File: src/clk_mgr_pkg.sv
// Register map, field layout and timing constants of the clock manager
package clk_mgr_pkg;

    // Register byte offsets
    localparam logic [4:0] ADDR_OSC_CTRL = 5'h00;
    localparam logic [4:0] ADDR_PLL_CFG = 5'h04;
    localparam logic [4:0] ADDR_MCK_CFG = 5'h08;
    localparam logic [4:0] ADDR_STATUS = 5'h0c;
    localparam logic [4:0] ADDR_INT_STATUS = 5'h10;
    localparam logic [4:0] ADDR_INT_MASK = 5'h14;

    // Oscillator control fields
    localparam int OSC_EN_BIT = 0;
    localparam int OSC_CNT_LSB = 8;
    localparam int OSC_CNT_W = 8;
    localparam logic [31:0] OSC_CTRL_MASK = 32'h0000ff01;

    // PLL configuration fields
    localparam int PLL_DIV_LSB = 0;
    localparam int PLL_DIV_W = 8;
    localparam int PLL_CNT_LSB = 8;
    localparam int PLL_CNT_W = 6;
    localparam int PLL_MUL_LSB = 16;
    localparam int PLL_MUL_W = 11;
    localparam logic [31:0] PLL_CFG_MASK = 32'h07ff3fff;

    // Master clock fields
    localparam int MCK_SRC_LSB = 0;
    localparam int MCK_SRC_W = 2;
    localparam int MCK_CLOCK_PRESCALER_FIELD_LSB = 2;
    localparam int MCK_CLOCK_PRESCALER_FIELD_W = 3;
    localparam logic [31:0] MCK_CFG_MASK = 32'h0000001f;
    localparam logic [1:0] SRC_SLOW = 2'h0;
    localparam logic [1:0] SRC_MAIN = 2'h1;
    localparam logic [1:0] SRC_PLL = 2'h2;

    // Status and interrupt bits, shared layout
    localparam int ST_OSC_BIT = 0;
    localparam int ST_LOCK_BIT = 1;
    localparam int ST_MASTER_CLOCK_READY_FLAG_BIT = 3;
    localparam logic [31:0] INT_BITS_MASK = 32'h0000000b;

    // Reset values
    localparam logic [31:0] OSC_CTRL_RST = 32'h00000000;
    localparam logic [31:0] PLL_CFG_RST = 32'h00000000;
    localparam logic [31:0] MCK_CFG_RST = 32'h00000000;
    localparam logic [31:0] INT_MASK_RST = 32'h00000000;

    // Timing
    localparam int CLK_SYS_HZ = 125000000;
    localparam int SLOW_CLK_HZ = 32768;
    localparam int SLOW_TICK_CYCLES = CLK_SYS_HZ / SLOW_CLK_HZ;
    localparam int OSC_UNIT_SLOW_CYCLES = 8;
    localparam int PLL_UNIT_SLOW_CYCLES = 1;
    localparam int SLOW_CLK_KHZ = 32;
    localparam int MAIN_OSC_KHZ = 18432;

    typedef enum logic [1:0] {
        SW_IDLE,
        SW_WAIT_SRC,
        SW_SYNC_OLD,
        SW_SYNC_NEW
    } sw_state_t;

endpackage : clk_mgr_pkg

File: src/clk_startup_timer.sv
// Startup interval counter timed by the slow clock tick
`timescale 1ns/100ps
module clk_startup_timer #(
    parameter int CNT_W = 8,
    parameter int UNIT_TICKS = 8
) (
    // Clock and reset
    input wire logic i_clk_sys,
    input wire logic i_rst,
    // Control
    input wire logic i_enable,
    input wire logic i_start,
    input wire logic i_tick,
    input wire logic [CNT_W-1:0] i_count,
    // Result
    output logic o_done
);
    localparam int SUB_W = (UNIT_TICKS > 1) ? $clog2(UNIT_TICKS) : 1;

    logic [CNT_W-1:0] remain;
    logic [SUB_W-1:0] sub;
    logic running;

    wire last_sub = (sub == SUB_W'(UNIT_TICKS - 1));
    wire last_unit = (remain == CNT_W'(1));

    always_ff @(posedge i_clk_sys) begin
        if (i_rst || !i_enable) begin
            remain <= '0;
            sub <= '0;
            running <= 1'b0;
            o_done <= 1'b0;
        end else if (i_start) begin
            remain <= i_count;
            sub <= '0;
            running <= (i_count != '0);
            o_done <= (i_count == '0);
        end else if (running && i_tick) begin
            if (last_sub) begin
                sub <= '0;
                remain <= remain - CNT_W'(1);
                if (last_unit) begin
                    running <= 1'b0;
                    o_done <= 1'b1;
                end
            end else begin
                sub <= sub + SUB_W'(1);
            end
        end
    end

endmodule : clk_startup_timer

File: src/clk_manager.sv
// Clock manager: oscillator and PLL startup, master clock selection, Avalon-MM registers
//
// Functional notes
// - After reset the master clock runs from the 32 kHz slow clock until software picks another.
// - Writing the oscillator control with the enable bit set starts the oscillator and its timer.
// - The oscillator-stable flag stays clear until the startup interval has run out, then sets.
// - One startup count unit is eight slow clock periods, so stable rises after count times eight.
// - The source select can switch to the main oscillator, best done once it is stable.
// - The PLL divides its input by the low divider field, then multiplies by multiplier plus one.
// - After a PLL configuration write the lock flag sets once the PLL startup count expires.
// - Each master clock write clears the ready flag, which sets again once the setting applies.
`timescale 1ns/100ps
module clk_manager
    import clk_mgr_pkg::*;
#(
    parameter int TICK_CYCLES = SLOW_TICK_CYCLES,
    parameter int OSC_KHZ = MAIN_OSC_KHZ
) (
    // Clock and reset
    input wire logic i_clk_sys,
    input wire logic i_rst,
    // Avalon-MM slave
    input wire logic [4:0] i_address,
    input wire logic i_read,
    input wire logic i_write,
    input wire logic [31:0] i_writedata,
    input wire logic [3:0] i_byteenable,
    output logic [31:0] o_readdata,
    output logic o_waitrequest,
    // Clock controls
    output logic o_osc_enable,
    output logic o_pll_enable,
    output logic [PLL_DIV_W-1:0] o_pll_div,
    output logic [PLL_MUL_W-1:0] o_pll_mul,
    output logic [MCK_SRC_W-1:0] o_mck_source,
    output logic [MCK_CLOCK_PRESCALER_FIELD_W-1:0] o_mck_prescaler,
    output logic [31:0] o_mck_khz,
    // Interrupt
    output logic o_irq
);
    localparam int TICK_W = $clog2(TICK_CYCLES + 1);

    // Register images
    logic [31:0] osc_ctrl;
    logic [31:0] pll_cfg;
    logic [31:0] mck_cfg;
    logic [31:0] int_status;
    logic [31:0] int_mask;

    logic [TICK_W-1:0] tick_cnt;
    logic slow_tick;
    logic osc_start;
    logic pll_start;
    logic osc_stable;
    logic pll_lock;
    logic mck_ready;
    logic osc_stable_d;
    logic pll_lock_d;
    logic mck_ready_d;
    sw_state_t sw_state;

    // Bus decode
    wire req = i_read || i_write;
    wire accept = req && !o_waitrequest;
    wire wr_acc = accept && i_write;
    wire hit_osc = (i_address == ADDR_OSC_CTRL);
    wire hit_pll = (i_address == ADDR_PLL_CFG);
    wire hit_mck = (i_address == ADDR_MCK_CFG);
    wire hit_stat = (i_address == ADDR_STATUS);
    wire hit_ist = (i_address == ADDR_INT_STATUS);
    wire hit_imask = (i_address == ADDR_INT_MASK);
    wire [31:0] be_mask = {{8{i_byteenable[3]}}, {8{i_byteenable[2]}},
                           {8{i_byteenable[1]}}, {8{i_byteenable[0]}}};
    wire [31:0] wdata_m = i_writedata & be_mask;
    wire wr_osc = wr_acc && hit_osc;
    wire wr_pll = wr_acc && hit_pll;
    wire wr_mck = wr_acc && hit_mck;
    wire wr_ist = wr_acc && hit_ist;
    wire wr_imask = wr_acc && hit_imask;

    wire [31:0] next_osc_ctrl = ((osc_ctrl & ~be_mask) | wdata_m) & OSC_CTRL_MASK;
    wire [31:0] next_pll_cfg = ((pll_cfg & ~be_mask) | wdata_m) & PLL_CFG_MASK;
    wire [31:0] next_mck_cfg = ((mck_cfg & ~be_mask) | wdata_m) & MCK_CFG_MASK;
    wire [31:0] next_int_mask = ((int_mask & ~be_mask) | wdata_m) & INT_BITS_MASK;

    // Fields
    wire osc_en = osc_ctrl[OSC_EN_BIT];
    wire [OSC_CNT_W-1:0] osc_cnt = osc_ctrl[OSC_CNT_LSB +: OSC_CNT_W];
    wire [PLL_DIV_W-1:0] pll_div = pll_cfg[PLL_DIV_LSB +: PLL_DIV_W];
    wire [PLL_CNT_W-1:0] pll_cnt = pll_cfg[PLL_CNT_LSB +: PLL_CNT_W];
    wire [PLL_MUL_W-1:0] pll_mul = pll_cfg[PLL_MUL_LSB +: PLL_MUL_W];
    wire [MCK_SRC_W-1:0] req_src = mck_cfg[MCK_SRC_LSB +: MCK_SRC_W];
    wire [MCK_CLOCK_PRESCALER_FIELD_W-1:0] req_clock_prescaler_field = mck_cfg[MCK_CLOCK_PRESCALER_FIELD_LSB +: MCK_CLOCK_PRESCALER_FIELD_W];
    // A zero divider leaves the PLL switched off
    wire pll_on = (pll_div != '0);

    // Status words
    wire [31:0] status_word = (32'(osc_stable) << ST_OSC_BIT) | (32'(pll_lock) << ST_LOCK_BIT)
                            | (32'(mck_ready) << ST_MASTER_CLOCK_READY_FLAG_BIT);
    wire [31:0] events = (32'(osc_stable && !osc_stable_d) << ST_OSC_BIT)
                       | (32'(pll_lock && !pll_lock_d) << ST_LOCK_BIT)
                       | (32'(mck_ready && !mck_ready_d) << ST_MASTER_CLOCK_READY_FLAG_BIT);
    wire [31:0] ist_clear = wr_ist ? wdata_m : 32'h0;
    // Set wins over a simultaneous write-one clear
    wire [31:0] next_int_status = ((int_status & ~ist_clear) | events) & INT_BITS_MASK;

    wire [31:0] read_value = hit_osc ? osc_ctrl :
                             hit_pll ? pll_cfg :
                             hit_mck ? mck_cfg :
                             hit_stat ? status_word :
                             hit_ist ? int_status :
                             hit_imask ? int_mask : 32'h0;

    // Frequency model: divide first, then multiply
    wire [31:0] pll_in_khz = pll_on ? (32'(OSC_KHZ) / 32'(pll_div)) : 32'h0;
    wire [31:0] pll_out_khz = 32'(pll_in_khz * (32'(pll_mul) + 32'h1));
    wire [31:0] req_src_khz = (req_src == SRC_SLOW) ? 32'(SLOW_CLK_KHZ) :
                              (req_src == SRC_MAIN) ? 32'(OSC_KHZ) : pll_out_khz;
    wire src_running = (req_src == SRC_SLOW) ||
                       ((req_src == SRC_MAIN) && osc_stable) ||
                       ((req_src != SRC_SLOW) && (req_src != SRC_MAIN) && pll_lock);
    wire sw_apply = (sw_state == SW_SYNC_NEW) && slow_tick && !wr_mck;

    // Avalon slave: one wait cycle, then the answer
    always_ff @(posedge i_clk_sys) begin
        if (i_rst) begin
            o_waitrequest <= 1'b1;
            o_readdata <= 32'h0;
        end else begin
            o_waitrequest <= !(req && o_waitrequest);
            if (req && o_waitrequest) begin
                o_readdata <= i_read ? read_value : 32'h0;
            end
        end
    end

    // Software registers
    always_ff @(posedge i_clk_sys) begin
        if (i_rst) begin
            osc_ctrl <= OSC_CTRL_RST;
            pll_cfg <= PLL_CFG_RST;
            mck_cfg <= MCK_CFG_RST;
            int_mask <= INT_MASK_RST;
            int_status <= 32'h0;
            osc_start <= 1'b0;
            pll_start <= 1'b0;
        end else begin
            if (wr_osc) begin
                osc_ctrl <= next_osc_ctrl;
            end
            if (wr_pll) begin
                pll_cfg <= next_pll_cfg;
            end
            if (wr_mck) begin
                mck_cfg <= next_mck_cfg;
            end
            if (wr_imask) begin
                int_mask <= next_int_mask;
            end
            int_status <= next_int_status;
            osc_start <= wr_osc && next_osc_ctrl[OSC_EN_BIT];
            pll_start <= wr_pll;
        end
    end

    // Slow clock time base
    always_ff @(posedge i_clk_sys) begin
        if (i_rst) begin
            tick_cnt <= '0;
            slow_tick <= 1'b0;
        end else begin
            slow_tick <= (tick_cnt == TICK_W'(TICK_CYCLES - 1));
            tick_cnt <= (tick_cnt == TICK_W'(TICK_CYCLES - 1)) ? '0 : tick_cnt + TICK_W'(1);
        end
    end

    // Oscillator startup: each count unit is eight slow periods
    clk_startup_timer #(
        .CNT_W(OSC_CNT_W),
        .UNIT_TICKS(OSC_UNIT_SLOW_CYCLES)
    ) u_osc_timer (
        .i_clk_sys(i_clk_sys),
        .i_rst(i_rst),
        .i_enable(osc_en),
        .i_start(osc_start),
        .i_tick(slow_tick),
        .i_count(osc_cnt),
        .o_done(osc_stable)
    );

    // PLL startup: each count unit is one slow period
    clk_startup_timer #(
        .CNT_W(PLL_CNT_W),
        .UNIT_TICKS(PLL_UNIT_SLOW_CYCLES)
    ) u_pll_timer (
        .i_clk_sys(i_clk_sys),
        .i_rst(i_rst),
        .i_enable(pll_on),
        .i_start(pll_start),
        .i_tick(slow_tick),
        .i_count(pll_cnt),
        .o_done(pll_lock)
    );

    // Master clock switch sequencer; a write mid-switch restarts it
    always_ff @(posedge i_clk_sys) begin
        if (i_rst) begin
            sw_state <= SW_IDLE;
            mck_ready <= 1'b1;
            o_mck_source <= SRC_SLOW;
            o_mck_prescaler <= '0;
            o_mck_khz <= 32'(SLOW_CLK_KHZ);
        end else if (wr_mck) begin
            sw_state <= SW_WAIT_SRC;
            mck_ready <= 1'b0;
        end else begin
            case (sw_state)
                SW_IDLE: begin
                    sw_state <= SW_IDLE;
                end
                SW_WAIT_SRC: begin
                    // Never hand over to a source that is not yet running
                    if (src_running) begin
                        sw_state <= SW_SYNC_OLD;
                    end
                end
                SW_SYNC_OLD: begin
                    if (slow_tick) begin
                        sw_state <= SW_SYNC_NEW;
                    end
                end
                SW_SYNC_NEW: begin
                    if (slow_tick) begin
                        sw_state <= SW_IDLE;
                        mck_ready <= 1'b1;
                        o_mck_source <= req_src;
                        o_mck_prescaler <= req_clock_prescaler_field;
                        o_mck_khz <= req_src_khz >> req_clock_prescaler_field;
                    end
                end
                default: begin
                    sw_state <= SW_IDLE;
                end
            endcase
        end
    end

    // Flag history and outputs
    always_ff @(posedge i_clk_sys) begin
        if (i_rst) begin
            osc_stable_d <= 1'b0;
            pll_lock_d <= 1'b0;
            mck_ready_d <= 1'b1;
            o_irq <= 1'b0;
            o_osc_enable <= 1'b0;
            o_pll_enable <= 1'b0;
            o_pll_div <= '0;
            o_pll_mul <= '0;
        end else begin
            osc_stable_d <= osc_stable;
            pll_lock_d <= pll_lock;
            mck_ready_d <= mck_ready;
            o_irq <= |(next_int_status & int_mask);
            o_osc_enable <= osc_en;
            o_pll_enable <= pll_on;
            o_pll_div <= pll_div;
            o_pll_mul <= pll_mul;
        end
    end

    // Helper: slow ticks seen from the last oscillator start until the stable flag sets
    logic [11:0] osc_ticks_seen;
    always_ff @(posedge i_clk_sys) begin
        if (i_rst || osc_start) begin
            osc_ticks_seen <= 12'h0;
        end else if (slow_tick && !osc_stable) begin
            osc_ticks_seen <= osc_ticks_seen + 12'h1;
        end
    end

    a_reset_slow_src: assert property (@(posedge i_clk_sys)
        $fell(i_rst) |-> (o_mck_source == SRC_SLOW) && mck_ready)
        else $error("master clock not on slow clock after reset");

    a_osc_start_write: assert property (@(posedge i_clk_sys) disable iff (i_rst)
        (wr_osc && wdata_m[OSC_EN_BIT]) |=> osc_start ##1 o_osc_enable
            && (osc_stable == (osc_cnt == '0)))
        else $error("oscillator write did not start the oscillator");

    a_osc_stable_late: assert property (@(posedge i_clk_sys) disable iff (i_rst)
        osc_start |=> (osc_stable == (osc_cnt == '0)) [*2])
        else $error("oscillator stable flag set before startup elapsed");

    a_osc_eight_units: assert property (@(posedge i_clk_sys) disable iff (i_rst)
        $rose(osc_stable) |-> (osc_ticks_seen == {1'b0, osc_cnt, 3'b000}))
        else $error("oscillator startup length is not count times eight");

    a_pll_div_mul: assert property (@(posedge i_clk_sys) disable iff (i_rst)
        pll_on |-> (pll_in_khz * 32'(pll_div) <= 32'(OSC_KHZ))
            && ((32'(OSC_KHZ) - pll_in_khz * 32'(pll_div)) < 32'(pll_div))
            && (pll_out_khz == 32'(pll_in_khz * (32'(pll_mul) + 32'h1))))
        else $error("PLL output is not input divided then multiplied");

    a_pll_lock_restart: assert property (@(posedge i_clk_sys) disable iff (i_rst)
        (wr_pll && (next_pll_cfg[PLL_CNT_LSB +: PLL_CNT_W] != '0)) |=> ##1 !pll_lock)
        else $error("PLL lock did not drop after configuration write");

    a_mck_write_clear: assert property (@(posedge i_clk_sys) disable iff (i_rst)
        wr_mck |=> !mck_ready ##1 !mck_ready)
        else $error("ready flag not cleared by master clock write");

    a_mck_ready_rise: assert property (@(posedge i_clk_sys) disable iff (i_rst)
        $rose(mck_ready) |-> $past(sw_state) == SW_SYNC_NEW && o_mck_source == $past(req_src))
        else $error("ready flag rose without applying the new setting");

    a_glitch_free_sw: assert property (@(posedge i_clk_sys) disable iff (i_rst)
        $changed(o_mck_source) |-> $past(sw_apply) && mck_ready)
        else $error("master clock source changed outside the synced step");

endmodule : clk_manager

File: config.mk
export PLATFORM = sky130hd
export DESIGN_NAME = clk_manager
export DESIGN_NICKNAME = d
export VERILOG_FILES = /design/src/clk_mgr_pkg.sv /design/src/clk_startup_timer.sv /design/src/clk_manager.sv
export SDC_FILE = /design/constraint.sdc
export NUM_CORES = 1
export LEC_CHECK = 0
export ABC_AREA = 0
export ABC_CLOCK_PERIOD_IN_PS = 257000
export BUFFER_PORTS_ARGS = -buffer_cell sky130_fd_sc_hd__buf_4
export CORE_UTILIZATION = 25
export DETAILED_ROUTE_END_ITERATION = 8
export REMOVE_ABC_BUFFERS = 1
export SLEW_MARGIN = 0
export SYNTH_ARGS = -nofsm -noshare
export SYNTH_HDL_FRONTEND = slang
export SYNTH_HIERARCHICAL = 1
export SYNTH_SLANG_ARGS = --single-unit
File: constraint.sdc
create_clock -name i_clk_sys -period 257 [get_ports i_clk_sys]
set_input_delay 25.7 -clock i_clk_sys [delete_from_list [all_inputs] [get_ports i_clk_sys]]
set_output_delay 25.7 -clock i_clk_sys [all_outputs]
set_load 0.02 [all_outputs]
# After elaboration in Yosys (flattened, before gate mapping)
# Cells that the tools add are included.
[word_totals] register_bits=180 elab_cells=183 out_inout_bits=92 in_bits=45
[op_classes] n_bitwise=19 mux=43 reduce_logical=58 addsub=6 multipliers=1 shift=1 div=1 eq_ne=21
[ops] op="$mux W32" n=8
[ops] op="$and A27 B27 Y27" n=2
[ops] op="$div A15 B8 Y32 const A" n=1
[ops] op="$mul A32 B12 Y32" n=1
[ops] op="$reduce_or A32 Y1" n=1
[ops] op="$shr A32 B3 Y32" n=1
[ops] op="$not A27 Y27" n=1
[ops] op="$or A27 B27 Y27" n=1
[ops] op="$mux W8" n=3
[ops] op="$mux W1" n=21
[ops] op="$mux W6" n=3
[ops] op="$logic_and A1 B1 Y1" n=17
[ops] op="$and A16 B16 Y16" n=1
[ops] op="$or A16 B16 Y16" n=1
[ops] op="$reduce_bool A2 Y1" n=8
[ops] op="$reduce_bool A8 Y1" n=2
[ops] op="$reduce_and A3 Y1" n=5
[ops] op="$add A11 B1 Y12 const B" n=1
[ops] op="$add A12 B1 Y12 const B" n=1
[ops] op="$and A4 B4 Y4" n=3
[ops] op="$eq A12 B12 Y1 const B" n=1
[ops] op="$mux W4" n=3
[ops] op="$eq A5 B4 Y1 const B" n=2
[ops] op="$eq A5 B5 Y1 const B" n=2
[ops] op="other kinds (32)" n=60

# Longest topological paths before layout
[logic_depth] word_depth=10 ltp_mapped=470 depth_no_buf=420

# Hierarchy
# Netlist, hierarchy kept.
[by_module_without_submodules] mod="clk_manager" cells_per_inst=5182 n_inst=1 area_per_inst_um2=38032.7 seq_area_each_um2=3062.9
[by_module_without_submodules] mod="clk_startup_timer (u_osc_timer)" cells_per_inst=82 n_inst=1 area_per_inst_um2=715.7 seq_area_each_um2=260.2
[by_module_without_submodules] mod="clk_startup_timer (u_pll_timer)" cells_per_inst=49 n_inst=1 area_per_inst_um2=459.2 seq_area_each_um2=160.2

# Worst setup path after synthesis
# Ideal clock, no wire load.
[synth_timing] kind="reg2reg" start="register (tool-made name)" end="register o_mck_khz[24]" synth_period_minus_slack_ps=80689 setup_ps=86 arrival_time_ps=80603 t_required_ps=256914 slack_ps=176311 n_path_buf=53 path_stages_with_launch=454 path_cell_list="dfxtp_1 > clkbuf_1 > clkinv_1 > clkbuf_1 > buf_1 > clkbuf_1 > ha_1 > buf_4 > nand2b_1 > nor3_1 > inv_1 > clkbuf_1 > buf_1 > nor2_1 > ha_1 > a21oi_1 > nor2_1 > o31ai_1 > [... 418 more ...] > a21oi_1 > o21bai_1 > a21oi_1 > o21bai_1 > a21oi_1 > o21bai_1 > a21oi_1 > o21bai_1 > a21oi_1 > o21bai_1 > a21oi_1 > o21bai_1 > a21oi_1 > xnor2_1 > a31oi_1 > mux2i_1 > mux2i_1 > a211oi_1"
[synth_lines] item="end signal, assigned" line_no="clk_manager.sv:212" text="o_mck_khz <= 32'(SLOW_CLK_KHZ);"
[synth_lines] item="end signal, assigned" line_no="clk_manager.sv:238" text="o_mck_khz <= req_src_khz >> req_clock_prescaler_field;"
[synth_lines] item="end, declared" line_no="clk_manager.sv:37" text="output logic [31:0] o_mck_khz,"

==> flow_metrics.py <==
metrics = {
    "logic_synthesis": {
        "yosysUniqueCellTypes": 146,
        "yosysMostFrequentCell": "nor2_1",
        "main_area_contributors_after_synthesis": "fa_1, dfxtp_1, ha_1",
        "synthDominantAreaCellType": "fa_1",
        "ys_top_cells_by_count": "nor2_1, nand2_1, a21oi_1",
        "synth_register_bits": 174,
        "synthesized_area_divided_by_synthesized_cell_count_sq_um": 7.38,
        "synth.top_cell.area_share": 0.122,
        "synth_area_sq_um": 39200,
        "asyncSetResetFlopFracSynth": 0,
        "seq_area_frac_synth": 0.0888,
        "synth_enable_flop_cells": 0,
        "synthesis.instances": 5313,
        "synth.yosys.warnings": 6,
        "synth_flop_cell": "dfxtp_1",
    },
    "global_routing": {
        "first_global_vias": 37600,
        "grt_busiest_layer": "met2",
        "gr-usage-all-layers": 0.147,
        "met1_usage": 0.200,
        "grt_use_met3": 0.00888,
        "overflow": 0,
        "grt_first_pass_wirelength_microns": 197000,
        "grt_antenna_before_repair": 0,
        "grt_start_max_net_pins": 94,
        "globalRouteMet2Util": 0.253,
    },
    "min_path": {
        "timing.hold.worst.start": "o_mck_prescaler[1]$_SDFFE_PP0P_",
        "holdCritPathClass": "register to register",
    },
    "setup_path": {
        "worstSetupEndpointType": "register",
        "worst_setup_path_start_kind": "register",
        "timing_worst_setup_path_type": "register to register",
        "critical_path.max_stage_delay_ns": 0.94,
        "cp_data_required_time_ns": 257.29,
        "timing.critical_path.slowest_stage_cell": "dfxtp_2",
        "highest_net_fanout_along_the_worst_path": 45,
        "cpMostUsedCell": "o21ai_0",
        "arrival_ns": 94.39,
    },
    "placement": {
        "gp_congestion": 0.889,
        "placement.cell_area_sq_um": 42200,
        "dp_cells": 7321,
        "detailed_place_hpwl_microns": 96100,
        "buffer_ports.inserted": 126,
    },
    "timing": {
        "setup_total_negative_slack_ns": 0,
        "finalWorstPathRequiredPeriod_ns": 94.10,
        "achievable-frequency_mhz": 10.6,
        "setup_viol": 0,
        "post-route-period-util": 0.366,
        "grt_setup_unrepaired": "no",
        "final-hold-violation-count": 0,
        "slew-limit-headroom": 0.184,
        "slew_violations": 0,
        "skew_ns": 0.0159,
        "timing_worst_slew_pin_value_ns": 1.22,
    },
    "clock_network": {
        "cts_root_buf": "clkbuf_16",
        "post-cts-setup-buffers": 0,
        "cts_made_buffers": 17,
        "ctsHtreeMaxLevel": 4,
        "clk_latency_ns": 0.44,
        "cts.clk_slew.worst_paths_ns": 0.07,
        "cts_sinks": 174,
        "maximum_buffer_depth_of_the_clock_tree": 2,
        "cts_tree": "done",
        "cts_resized": 0,
        "cts_stage_hold_buffer_count": 0,
    },
    "detailed_routing": {
        "wl_per_instance_microns": 16.5,
        "first_pass_iters": 6,
        "detail_route.drc_violations": 0,
        "vias": 39600,
        "routed_via_density": 5.39,
        "drt-total-wl_microns": 121000,
        "antenna_left": 0,
        "first_iter_violations": 3021,
    },
    "floorplanning": {
        "overall_die_area_sq_um": 158000,
        "vert_die_dim_microns": 398,
        "die_width_microns": 398,
        "start_util": 0.253,
        "num_io_pins": 137,
        "floorplan.core_area_sq_um": 155000,
        "rows": 144,
    },
    "layout": {
        "synthToLayoutAreaGrowth_pct": 9.24,
        "finish.instance_area_sq_um": 42800,
        "final_net_count": 5839,
        "instances_no_fill": 7353,
        "diodes": 0,
        "final_layout_size_suffix_gt1_frac": 0.0872,
    },
    "status": {
        "run_status": "finished, final reports clean",
    },
    "job": {
        "max_cap_viol_count": 0,
    },
}
-- worst max-delay path, delay by kind of cell (launching register included) --
family / cells / cell delay, ns
and+or+nand+nor: 141 / 33.54
adders and majority gates: 37 / 12.15
DFF: 1 / 0.94
muxes: 4 / 1.00
buffers and inverters: 19 / 3.18
xor gates and xnor gates: 1 / 0.15
AOI/OAI and AO/OA: 215 / 42.82
-- per-layer routing --
| metal | wire length, microns | part of all wire |
|---|---|---|
| met3 | 5370 | 0.044 |
| met2 | 57100 | 0.47 |
| met5 | 0 | 0 |
| met1 | 56600 | 0.47 |
| met4 | 2010 | 0.017 |
-- metrics by stage --
stage	util	hold slack (ns)	setup WS, ns
final	0.276	0.458	162.90
after global routing	0.276	0.490	154.22
after CTS	0.276	0.461	163.67
after detailed placement	0.272	0.450	164.10
after global placement	0.272	0.451	164.98
after floorplan	-	0.439	169.90
-- cell usage in the layout (no fill, tap or decap), drive strengths merged, types with 112 or more instances in the layout --
cell type	count
buf	187
dfxtp	174
ha	259
nand2	535
a21oi	359
fa	239
nor2	632
xor2	112
inv	326
a21o	175
xnor2	183
nand3	176
o21ai	237
nor3	173
-- cells by family (layout without fill, tap and decap cells) --
group | after synthesis | after routing | share of synthesized area
buffers and inverters | 547 | 539 | 0.0578
DFF | 174 | 174 | 0.0888
other | 2 | 6 | 0.000192
and+or+nand+nor | 2169 | 2169 | 0.280
muxes | 128 | 128 | 0.0345
adders and majority gates | 498 | 498 | 0.205
AOI/OAI and AO/OA | 1500 | 1500 | 0.268
xor gates and xnor gates | 295 | 295 | 0.0663
-- final cells by class --
type                    instances  area [sq um]
clock buffers                  17           425
well taps                    2044          2560
fillers                     16800        112000
flip-flops and latches        174          3490
clock inverters                15           196
inverters                     320          1200
multi-input cells            4596         33600
repair buffers                187          1400
-- final timing paths --
path | endpoint | slack [ns] | cells after the start
worst min-delay path | o_mck_prescaler[1]$_SDFFE_PP0P_ | 0.46 | 2
worst min register to register | o_mck_prescaler[1]$_SDFFE_PP0P_ | 0.46 | 2
worst max register to register | o_mck_khz[25]$_SDFFE_PP0P_ | 162.90 | 417
worst max-delay path | o_mck_khz[25]$_SDFFE_PP0P_ | 162.90 | 417
Power is left out: the tool's default activity adds up to more than one toggle a clock period on the data nets, which glitch-free logic cannot reach.
